$ cat config.mk
export PLATFORM = sky130hd
export DESIGN_NAME = dfip_top
export DESIGN_NICKNAME = d
export VERILOG_FILES = /design/src/dfip_pkg.sv /design/src/dfip_top.sv /design/src/dfip_tick.sv /design/src/dfip_filter.sv
export SDC_FILE = /design/constraint.sdc
export NUM_CORES = 1
export LEC_CHECK = 0
export ABC_AREA = 0
export BUFFER_PORTS_ARGS = -buffer_cell sky130_fd_sc_hd__buf_4
export CAP_MARGIN = 25
export CORE_MARGIN = 10
export CORE_UTILIZATION = 25
export DETAILED_ROUTE_END_ITERATION = 16
export GPL_ROUTABILITY_DRIVEN = 0
export GPL_TIMING_DRIVEN = 0
export HOLD_SLACK_MARGIN = 0.02
export PLACE_DENSITY = 0.43
export SETUP_SLACK_MARGIN = 0.4
export SYNTH_ARGS = -nofsm -noshare
export SYNTH_HDL_FRONTEND = slang
export SYNTH_SLANG_ARGS = --single-unit
$ cat constraint.sdc
create_clock -name clock -period 2.69 [get_ports clock]
set_clock_uncertainty 0.2 [all_clocks]
set_input_delay 0.538 -clock clock [delete_from_list [all_inputs] [get_ports clock]]
set_output_delay 0.538 -clock clock [all_outputs]
set_load 0.01 [all_outputs]
$ cat src/dfip_pkg.sv
// Constants shared by the filtered input port: register map, fields, resets.
// Assumes a single 25 MHz clock and an APB register bus with 32-bit data.
// Notes on behaviour
// Thirty-two independent input channels, each one usable as an interrupt.
// Every pin is active low; its level is inverted into the data bit.
// High pin reads as data 0, low pin reads as data 1.
// Software enables or disables interrupt generation per input bit.
// Software selects rising or falling data edge per input bit.
// Rising data edge is pin high-to-low; falling is pin low-to-high.
// All channel requests merge onto one shared level interrupt output.
// Each input passes a software-configurable digital noise filter.
// Enabled selected edge latches a pending flag until software clears it.
package dfip_pkg;

  // Clock rate, for reference when programming the filter divider
  localparam int unsigned CLK_HZ = 25_000_000;

  // Register byte offsets
  localparam logic [7:0] OFF_DATA   = 8'h00; // filtered data, read only
  localparam logic [7:0] OFF_IRQ_EN = 8'h04; // per-bit interrupt enable
  localparam logic [7:0] OFF_EDGE   = 8'h08; // 1 rising, 0 falling
  localparam logic [7:0] OFF_STATUS = 8'h0c; // pending, write one to clear
  localparam logic [7:0] OFF_FILT   = 8'h10; // filter control
  localparam logic [7:0] OFF_RAW    = 8'h14; // unfiltered data, read only

  // Filter control fields
  localparam int unsigned FILT_DIV_LSB = 0;
  localparam int unsigned FILT_DIV_W   = 16;
  localparam int unsigned FILT_CNT_LSB = 16;
  localparam int unsigned FILT_CNT_W   = 4;
  localparam int unsigned FILT_EN_BIT  = 31;

  // Reset values
  localparam logic [31:0] RST_IRQ_EN = 32'h0000_0000;
  localparam logic [31:0] RST_EDGE   = 32'h0000_0000;
  localparam logic [31:0] RST_STATUS = 32'h0000_0000;
  localparam logic [31:0] RST_FILT   = 32'h0001_0000; // off, div 0, count 1

  // APB answer states
  typedef enum logic [1:0] {
    DFIP_IDLE,
    DFIP_ANSWER
  } dfip_apb_t;

endpackage : dfip_pkg

$ cat src/dfip_top.sv
// Filtered 32-channel input port with edge interrupts and an APB slave.
// Assumes pins are synchronous to clock and a pull-up holds idle pins high.
`timescale 1ns/10ps
module dfip_top
  import dfip_pkg::*;
#(
  parameter int unsigned CH = 32
) (
  input  wire logic          clock,
  input  wire logic          nrst,
  input  wire logic [CH-1:0] pin_n,
  input  wire logic          psel,
  input  wire logic          penable,
  input  wire logic          pwrite,
  input  wire logic [7:0]    paddr,
  input  wire logic [31:0]   pwdata,
  output logic      [31:0]   prdata,
  output logic               pready,
  output logic               pslverr,
  output logic               irq
);

  generate
    if (CH < 1 || CH > 32) begin : g_chk
      $error("dfip_top: CH must be 1 to 32");
    end
  endgenerate

  // Software-visible state
  logic [CH-1:0] irq_en;
  logic [CH-1:0] edge_sel;
  logic [CH-1:0] status;
  logic [31:0]   filt_cfg;
  logic [CH-1:0] next_irq_en;
  logic [CH-1:0] next_edge_sel;
  logic [CH-1:0] next_status;
  logic [31:0]   next_filt_cfg;

  // Data path state
  logic [CH-1:0] raw;
  logic [CH-1:0] data;
  logic [CH-1:0] data_d;
  logic [CH-1:0] rise;
  logic [CH-1:0] fall;
  logic [CH-1:0] hit;
  logic          tick;
  logic          next_irq;

  // Bus state
  dfip_apb_t     apb_st;
  dfip_apb_t     next_apb_st;
  logic [31:0]   next_prdata;
  logic          next_pready;
  logic          next_pslverr;
  logic          wr_go;
  logic [CH-1:0] clr_mask;

  // Widen a channel vector into a bus word, upper bits read zero
  function automatic logic [31:0] widen(input logic [CH-1:0] v);
    logic [31:0] w;
    w = '0;
    w[CH-1:0] = v;
    return w;
  endfunction : widen

  // True when the address names one of the mapped registers
  function automatic logic mapped(input logic [7:0] a);
    return (a == OFF_DATA) || (a == OFF_IRQ_EN) || (a == OFF_EDGE) ||
           (a == OFF_STATUS) || (a == OFF_FILT) || (a == OFF_RAW);
  endfunction : mapped

  // Pins are active low, so the channel bit is the inverted level
  assign raw = ~pin_n;

  // Sample rate for the filter; slower ticks reject longer chatter
  dfip_tick #(
    .W      (FILT_DIV_W)
  ) u_tick (
    .clock  (clock),
    .nrst   (nrst),
    .period (filt_cfg[FILT_DIV_LSB +: FILT_DIV_W]),
    .tick   (tick)
  );

  // One filter per channel, all sharing the software settings
  dfip_filter #(
    .CH     (CH),
    .CW     (FILT_CNT_W)
  ) u_filter (
    .clock  (clock),
    .nrst   (nrst),
    .enable (filt_cfg[FILT_EN_BIT]),
    .tick   (tick),
    .need   (filt_cfg[FILT_CNT_LSB +: FILT_CNT_W]),
    .din    (raw),
    .dout   (data)
  );

  // Edge detect on the filtered data, one cycle behind it
  always_ff @(posedge clock or negedge nrst) begin
    if (!nrst) begin
      data_d <= '0;
    end else begin
      data_d <= data;
    end
  end

  // A data rise is the pin falling, a data fall is the pin rising
  assign rise = data & ~data_d;
  assign fall = ~data & data_d;

  // Each channel picks its own edge and is gated by its own enable
  assign hit = irq_en &
               ((edge_sel & rise) | (~edge_sel & fall));

  // Write strobe only at the edge that completes the access phase
  assign wr_go = psel & penable & pready & pwrite & ~pslverr;

  assign clr_mask = (wr_go && paddr == OFF_STATUS) ? pwdata[CH-1:0] : '0;

  // Configuration writes
  always_comb begin
    next_irq_en   = irq_en;
    next_edge_sel = edge_sel;
    next_filt_cfg = filt_cfg;
    if (wr_go) begin
      case (paddr)
        OFF_IRQ_EN: begin
          next_irq_en = pwdata[CH-1:0];
        end
        OFF_EDGE: begin
          next_edge_sel = pwdata[CH-1:0];
        end
        OFF_FILT: begin
          next_filt_cfg = pwdata;
        end
        default: begin
          next_irq_en = irq_en;
        end
      endcase
    end
  end

  always_ff @(posedge clock or negedge nrst) begin
    if (!nrst) begin
      irq_en   <= RST_IRQ_EN[CH-1:0];
      edge_sel <= RST_EDGE[CH-1:0];
      filt_cfg <= RST_FILT;
    end else begin
      irq_en   <= next_irq_en;
      edge_sel <= next_edge_sel;
      filt_cfg <= next_filt_cfg;
    end
  end

  // Pending flags: a new edge wins over a clear in the same cycle
  always_comb begin
    next_status = (status & ~clr_mask) | hit;
    next_irq    = |(next_status & next_irq_en);
  end

  // Interrupt is registered so the pin never glitches
  always_ff @(posedge clock or negedge nrst) begin
    if (!nrst) begin
      status <= RST_STATUS[CH-1:0];
      irq    <= 1'b0;
    end else begin
      status <= next_status;
      irq    <= next_irq;
    end
  end

  // APB answer: setup cycle loads read data, access phase sees pready
  always_comb begin
    next_apb_st  = apb_st;
    next_prdata  = prdata;
    next_pready  = 1'b0;
    next_pslverr = 1'b0;
    case (apb_st)
      DFIP_IDLE: begin
        if (psel && !penable) begin
          next_apb_st  = DFIP_ANSWER;
          next_pready  = 1'b1;
          next_pslverr = ~mapped(paddr);
          next_prdata  = '0;
          if (!pwrite) begin
            case (paddr)
              OFF_DATA:   next_prdata = widen(data);
              OFF_IRQ_EN: next_prdata = widen(irq_en);
              OFF_EDGE:   next_prdata = widen(edge_sel);
              OFF_STATUS: next_prdata = widen(status);
              OFF_FILT:   next_prdata = filt_cfg;
              OFF_RAW:    next_prdata = widen(raw);
              default:    next_prdata = '0;
            endcase
          end
        end
      end
      DFIP_ANSWER: begin
        // Answer lasts one cycle; the master drops penable next
        next_apb_st = DFIP_IDLE;
      end
      default: begin
        next_apb_st = DFIP_IDLE;
      end
    endcase
  end

  always_ff @(posedge clock or negedge nrst) begin
    if (!nrst) begin
      apb_st  <= DFIP_IDLE;
      prdata  <= '0;
      pready  <= 1'b0;
      pslverr <= 1'b0;
    end else begin
      apb_st  <= next_apb_st;
      prdata  <= next_prdata;
      pready  <= next_pready;
      pslverr <= next_pslverr;
    end
  end

endmodule : dfip_top

$ cat src/dfip_tick.sv
// Divider giving a one-cycle sample enable for the input filter.
// Assumes period is stable or that a glitch on change is harmless.
`timescale 1ns/10ps
module dfip_tick
  import dfip_pkg::*;
#(
  parameter int unsigned W = 16
) (
  input  wire logic         clock,
  input  wire logic         nrst,
  input  wire logic [W-1:0] period,
  output logic              tick
);

  generate
    if (W < 1 || W > 31) begin : g_chk
      $error("dfip_tick: W out of range");
    end
  endgenerate

  logic [W-1:0] cnt;
  logic [W-1:0] next_cnt;
  logic         next_tick;

  // Pulse once every period+1 cycles; period zero pulses every cycle
  always_comb begin
    if (cnt >= period) begin
      next_cnt  = '0;
      next_tick = 1'b1;
    end else begin
      next_cnt  = cnt + W'(1);
      next_tick = 1'b0;
    end
  end

  always_ff @(posedge clock or negedge nrst) begin
    if (!nrst) begin
      cnt  <= '0;
      tick <= 1'b0;
    end else begin
      cnt  <= next_cnt;
      tick <= next_tick;
    end
  end

endmodule : dfip_tick

$ cat src/dfip_filter.sv
// Per-channel chatter filter: a level is accepted only after it has been
// sampled unchanged on a number of consecutive ticks.
// Assumes inputs already synchronous to clock; bypass passes them through.
`timescale 1ns/10ps
module dfip_filter
  import dfip_pkg::*;
#(
  parameter int unsigned CH = 32,
  parameter int unsigned CW = 4
) (
  input  wire logic          clock,
  input  wire logic          nrst,
  input  wire logic          enable,
  input  wire logic          tick,
  input  wire logic [CW-1:0] need,
  input  wire logic [CH-1:0] din,
  output logic      [CH-1:0] dout
);

  generate
    if (CH < 1 || CH > 32 || CW < 1 || CW > 8) begin : g_chk
      $error("dfip_filter: parameters out of range");
    end
  endgenerate

  logic [CW-1:0] cnt      [CH];
  logic [CW-1:0] next_cnt [CH];
  logic [CH-1:0] next_dout;

  // Count agreeing samples; any return to the held level restarts the count
  always_comb begin
    for (int i = 0; i < CH; i++) begin
      next_cnt[i]  = cnt[i];
      next_dout[i] = dout[i];
      if (!enable) begin
        next_cnt[i]  = '0;
        next_dout[i] = din[i];
      end else if (tick) begin
        if (din[i] == dout[i]) begin
          next_cnt[i] = '0;
        end else if (cnt[i] + CW'(1) >= need) begin
          next_cnt[i]  = '0;
          next_dout[i] = din[i];
        end else begin
          next_cnt[i] = cnt[i] + CW'(1);
        end
      end
    end
  end

  always_ff @(posedge clock or negedge nrst) begin
    if (!nrst) begin
      dout <= '0;
      for (int i = 0; i < CH; i++) begin
        cnt[i] <= '0;
      end
    end else begin
      dout <= next_dout;
      for (int i = 0; i < CH; i++) begin
        cnt[i] <= next_cnt[i];
      end
    end
  end

endmodule : dfip_filter

==> run metrics, run 1 <==
leading cell types by total area after synthesis dfrtp_1, ha_1, mux2_2, a22o_1, nand2b_1; pin count of the biggest net entering global routing 109; global-route wire length before repair about 110,000 um; actual slew at the worst max-slew pin between 0.9 and 1 ns; Final Critical Period 2.92 ns; Hold Slack -0.313 ns; Initial Util about a quarter; period utilisation layout 108%; CTS clock-pin slew for the worst setup and hold paths around 0.06 ns; Ys Warns 0; Die X 305 um; die height between 300 and 400 um; H-tree lvl count 2; Comb pwr share 6.2%; Tot Pwr roughly 0.013 W; ys flop type dfrtp_1; drt first pass iters 7; Clock Tree Buf Depth 3; critical path arrival 3.09 ns; failing checks hold timing, setup timing; Setup Viol. Count Final 1; outcome finished with violations; fin area ~28,000 um^2; Final #Nets 2,368; Fillers approximately 7,900; Post-synth top cells dfrtp_1, ha_1, mux2_2; count leader, synth dfrtp_1; worst setup path class input port to flop; internal power ~0.0097 W; Fin. Hold Viols 66; Leak Pwr 12.0 nW; RSZ-0062 raised after global routing true; Root Buffer clkbuf_16; # port buffers 110; proportion of netlist area held by the largest area contributor 45.8%; Max Cap Viol 0; Final WS setup -0.228 ns; Max VDD drop about 0.00038 V; post-DP HPWL roughly 50,000 um; initial antenna violation count 6; Num Clock Sinks 373; Clk Latency, worst-skew pair about 0.6 ns; CTS tree done; sw frac 24.8%; critical path data required time about 2.9 ns; area leader, netlist dfrtp_1; Power Density 465 nW/um^2; CTS buffer count 45; min-delay worst type input port to async pin; layout cells sized above 1 32.9%; Max Fclk around 0.34 GHz; area grow syn2layout 36.5%; asr flop ratio synth between 90% and 100%; syn avg cell area 11.3 um^2; Slew Limit Fails 0; EDFF count, synth 0; die area roughly 93,000 um^2; IO Count 112; post-synthesis cell type count between 40 and 50; post-route ant nets 0; Util after Layout between 30% and 40%; DR WL/cell about 23 um; register area share after synthesis 45.9%; CP startpoint kind input port; vias in the first global route approximately 16,000; clock share of power 49.1%; final wirelength approximately 73,000 um; total gr overflow 0; Via Count about 16,000; via/cell ratio just under 5; Synth Cell Area roughly 20,000 um^2; Syn Inst Count roughly 1,800; Cell Rows about 100; Crit Path Max Fanout 7; Mapped Nets 2,059; endpoint type of the worst setup path flop; Residual DRC 0; gr usage total between 15 and 20%; sequential cell fraction of total power 44.7%; First DRT Iteration DRCs between 800 and 900; placed inst area 23,300 um^2; Placeable Area 80,500 um^2; Worst slew margin about two fifths; P_sw around 0.0032 W; #FFs+latches synth roughly 370
[metal layers]
metal	share of wire [%]	global-route usage, %	vias up
li1	-	-	7311
met2	48	25.1	284
met4	3.0	4.97	8
met1	45	19.7	7856
met5	0.076	0	-
met3	4.1	2.46	105
[logic make-up (layout without fill, tap and decap cells)]
group           after synthesis  count (layout)  synth area share (%)
compound gates              481             481                  16.4
flops                       373             373                  45.9
simple gates                370             370                  9.81
mux                         188             188                  10.1
fa+ha+maj                   177             177                  10.9
xor+xnor                    110             110                  4.74
buf+inv                     106             450                  2.13
other cells                   0               1                     0
[sequential cells by signal (all words and copies together) (netlist names)]
register / cells
prdata: 32
pready: 1
filt_cfg: 32
data_d: 32
pslverr: 1
u_tick.cnt: 16
u_tick.tick: 1
irq: 1
edge_sel: 32
irq_en: 32
u_filter.dout: 32
status: 32
u_filter.cnt: 128
apb_st: 1
[repair_timing]
action                                  4_1_cts  5_1_grt
hold buffers                                 52        1
endpoints found under the hold margin       141       67
gates resized for setup                     202      114
endpoints found under the setup margin      280      304
buffers inserted                             69       13
cloned                                        5        3
pin swaps                                   165      124
[power groups by stage]
| stage | Sequential [W] | Clock, W | Combinational [W] |
|---|---|---|---|
| after floorplan | 0.00583 | 0 | 0.000269 |
| after global placement | 0.00586 | 0 | 0.000676 |
| after detailed placement | 0.00586 | 0 | 0.000704 |
| after CTS | 0.00576 | 0.00653 | 0.000793 |
| after global routing | 0.00577 | 0.00671 | 0.000874 |
| final | 0.00577 | 0.00633 | 0.000798 |
[cells in the final DEF (no fill, tap or decap), types with 36 or more instances in the layout]
cell type        n
ha_4            61
a21oi_1         66
nand2_1         78
xor2_1          42
a22o_1         110
o22ai_1         64
clkbuf_16       49
buf_4          165
xnor2_1         68
nor2_1          43
ha_1           116
mux2i_1         45
nand2b_1        66
o21ai_0         37
dlygate4sd3_1   53
nand3_1         37
mux2_2          91
dfrtp_1        365
a21o_1          67
clkbuf_1        36
mux2_4          52
[worst paths after layout]
path / start / end / slack (ns) / cells after the start
min: nrst / prdata[28] / -0.31 / 1
min in group clock: pwdata[20] / edge_sel[20] / 0.05 / 2
max reg2reg: pslverr / irq / -0.20 / 7
min reg2reg: prdata[14] / prdata[14] / 0.28 / 2
max in group asynchronous: nrst / filt_cfg[16] / 0.85 / 4
max: paddr[6] / irq / -0.23 / 10
[stage by stage]
| stage | TNS [ns] | worst slack (ns) | instances |
|---|---|---|---|
| 5_1_grt | -0.359 | -0.359 | 3209 |
| 3_3_place_gp | -1354.23 | -3.24 | 2975 |
| 2_1_floorplan | -8.83 | -0.196 | 1805 |
| 3_5_place_dp | -49.01 | -1.29 | 2984 |
| 6_report | -0.228 | -0.228 | 3210 |
| 4_1_cts | -0.285 | -0.285 | 3192 |
[worst max-delay path: stages]
cell and delay, ns:
buf_6 0.10, or4_4 0.56, nor4_4 0.28, buf_6 0.22
buf_12 0.13, buf_16 0.11, mux2_2 0.36, a22o_4 0.25
nor4_4 0.25, nand4_1 0.27
[area by class of cell]
| class | count | area [um^2] | share of cell area, % |
|---|---|---|---|
| multi-input combinational | 1326 | 12400 | 44.8 |
| sequential | 373 | 9350 | 33.7 |
| timing repair buffer | 262 | 2590 | 9.32 |
| tap | 1060 | 1330 | 4.78 |
| clock buffer | 62 | 1310 | 4.73 |
| buffer | 70 | 410 | 1.48 |
| clock inverter | 20 | 189 | 0.681 |
| inverter | 36 | 139 | 0.500 |
| antenna | 1 | 2.50 | 0.00902 |
No activity file was read; power rests on OpenSTA's default activity.
==> run 2: changes to the inputs <==
--- a/config.mk
+++ b/config.mk
@@ -18,4 +18,5 @@
 export SETUP_SLACK_MARGIN = 0.4
 export SYNTH_ARGS = -nofsm -noshare
 export SYNTH_HDL_FRONTEND = slang
+export SYNTH_HIERARCHICAL = 1
 export SYNTH_SLANG_ARGS = --single-unit
==> run 2 against run 1 <==
Compared with the run above:
- the flow still finishes with violations (hold timing, setup timing)
- setup slack improved by 0.0049 ns
- sequential share of layout area down 1.9 points
- core utilization fell by 0.48 points
- power increased by 0.27%
- fmax is 0.17% higher
- synthesized area up 7.4%
- combinational power grew 6.8%
- die area rose by 6.9%
- cell count is 9.3% higher
- critical endpoint unchanged
- clock power barely moved
- highest routed layer unchanged
- sequential power about the same
==> run metrics, run 2 <==
actual slew at the worst max-slew pin around 1 ns; min-delay worst type input port to async pin; Max Cap Viol 0; Via Count 17,658; Util after Layout 34.0%; Setup Viol. Count Final 1; period utilisation layout 108%; critical path arrival between 3 and 4 ns; placed inst area 24,300 um^2; area leader, netlist dfrtp_1; global-route wire length before repair ~120,000 um; fin area between 20,000 and 30,000 um^2; register area share after synthesis a little over two fifths; Placeable Area ~87,000 um^2; Clock Tree Buf Depth 3; Syn Inst Count approximately 2,000; worst setup path class flop to flop; count leader, synth dfrtp_1; failing checks hold timing, setup timing; post-synthesis cell type count 65; CP startpoint kind flop; First DRT Iteration DRCs 1,188; most common cell after layout, fill and taps aside dfrtp_1; layout cells sized above 1 about 37%; CTS hold repair buffers 19; Mapped Nets 2,270; Leak Pwr 12.9 nW; Placement Setup Slack -1.29 ns; commonest cells after routing, fill and taps aside dfrtp_1, nand2_1, buf_4; IO Count about 110; Top reg by flops u_filter/cnt; Tot Pwr between 0.01 and 0.015 W; Final WS setup -0.223 ns; syn avg cell area roughly 11 um^2; Num Clock Sinks 373; H-tree lvl count 2; outcome finished with violations; Final Critical Period between 2 and 3 ns; Max Fclk roughly 0.34 GHz; endpoint type of the worst setup path flop; Final #Nets 2,571; die height between 300 and 400 um; #FFs+latches synth between 300 and 400; ANT cells 0; Crit Path Max Fanout 5; drt first pass iters 8; final wirelength between 80,000 and 90,000 um; Power Density 439 nW/um^2; post-DP HPWL between 50,000 and 60,000 um; CTS clock-pin slew for the worst setup and hold paths roughly 0.060 ns; # port buffers 110; pin count of the biggest net entering global routing roughly 120; asr flop ratio synth 100%; max reg flops 128; RSZ-0062 raised after global routing true; R2R depth 8; proportion of netlist area held by the largest area contributor 42.6%; via/cell ratio between 5 and 6; post-route ant nets 0; critical path data required time roughly 2.9 ns; Max VDD drop approximately 0.00048 V; Cell Rows 108; Residual DRC 0; ys flop type dfrtp_1; Ys Warns 6; Synth Cell Area about 22,000 um^2; setup_tns -0.223 ns; initial antenna violation count 3; Die X between 300 and 400 um; Slew Limit Fails 0; Clk Latency, worst-skew pair slightly below 0.6 ns; Worst slew margin roughly a third; die area about 100,000 um^2; area grow syn2layout 35.0%; Root Buffer clkbuf_16; Initial Util between 20% and 30%; gr usage total between 10% and 20%; DR WL/cell ~23 um; Post-synth top cells dfrtp_1, nand2_1, mux2_2; total gr overflow 0; vias in the first global route about 19,000; Fin. Hold Viols 61; CTS buffer count 47; leading cell types by total area after synthesis dfrtp_1, ha_1, mux2_2, nand2_1, xnor2_1; CTS tree done; EDFF count, synth 0; Hold Slack -0.314 ns
==> run 2: cells by family after synthesis <==
| logic type | Yosys count | share of synthesized area (%) |
|---|---|---|
| adder cells (fa/ha/maj) | 177 | 10.1 |
| AO/OA/AOI/OAI | 436 | 16.0 |
| AND/OR/NAND/NOR | 568 | 13.7 |
| XOR/XNOR | 108 | 4.33 |
| buffers and inverters | 159 | 3.01 |
| multiplexers | 195 | 10.1 |
| flip-flops | 373 | 42.8 |
==> run 2: what timing repair did <==
action / CTS / global route
cloned: 7 / 1
resized for setup: 337 / 166
endpoints found under the hold margin: 95 / 61
endpoints found under the setup margin: 290 / 247
buffers inserted: 88 / 20
pin swaps: 208 / 144
==> run 2: cell type report <==
cell class,instances,area (um^2)
fill,8697,57300
multi-input combinational,1484,13800
sequential,373,9360
timing repair buffer,252,2540
tap,1155,1450
clock buffer,69,1380
buffer,80,523
inverter,79,309
clock inverter,15,131
==> run 2: layer usage <==
layer  vias up  part of all wire [%]  track usage [%]
met4         2                   2.0             3.42
met5         -                 0.013                0
li1       8079                     -                -
met1      9075                    46             21.9
met3        98                   5.7             3.23
met2       404                    46             25.8
==> run 2: path summary, 6_finish.rpt <==
check	start	end	slack, ns
max reg2reg	pslverr	irq	-0.22
max in group asynchronous	nrst	u_filter/cnt[76]	1.02
min reg2reg	prdata[27]	prdata[27]	0.28
min in group clock	pwdata[18]	filt_cfg[18]	0.05
min	nrst	prdata[6]	-0.31
max	pslverr	irq	-0.22
==> run 2: report_power, final <==
| part | internal [W] | leakage [nW] | switching, W | total [W] |
|---|---|---|---|---|
| sequential | 0.00567 | 4.86 | 0.0000788 | 0.00575 |
| combinational | 0.000346 | 7.26 | 0.000506 | 0.000852 |
| clock | 0.00372 | 0.753 | 0.00261 | 0.00633 |
==> run 2: metrics by stage <==
stage / std cells / hold slack [ns]
after global routing: 3507 / -0.278
after global placement: 3281 / 0.269
after CTS: 3486 / -0.304
final: 3507 / -0.314
after detailed placement: 3288 / 0.271
after floorplan: 2016 / 0.0424
==> run 2: worst max-delay path, stage by stage (launching register included) <==
cell     delay (ns)
dfrtp_1        0.41
and4b_2        0.36
nand4_4        0.14
buf_6          0.18
buf_12         0.14
a221o_1        0.39
a22o_1         0.31
nor4_1         0.28
nand4_1        0.28
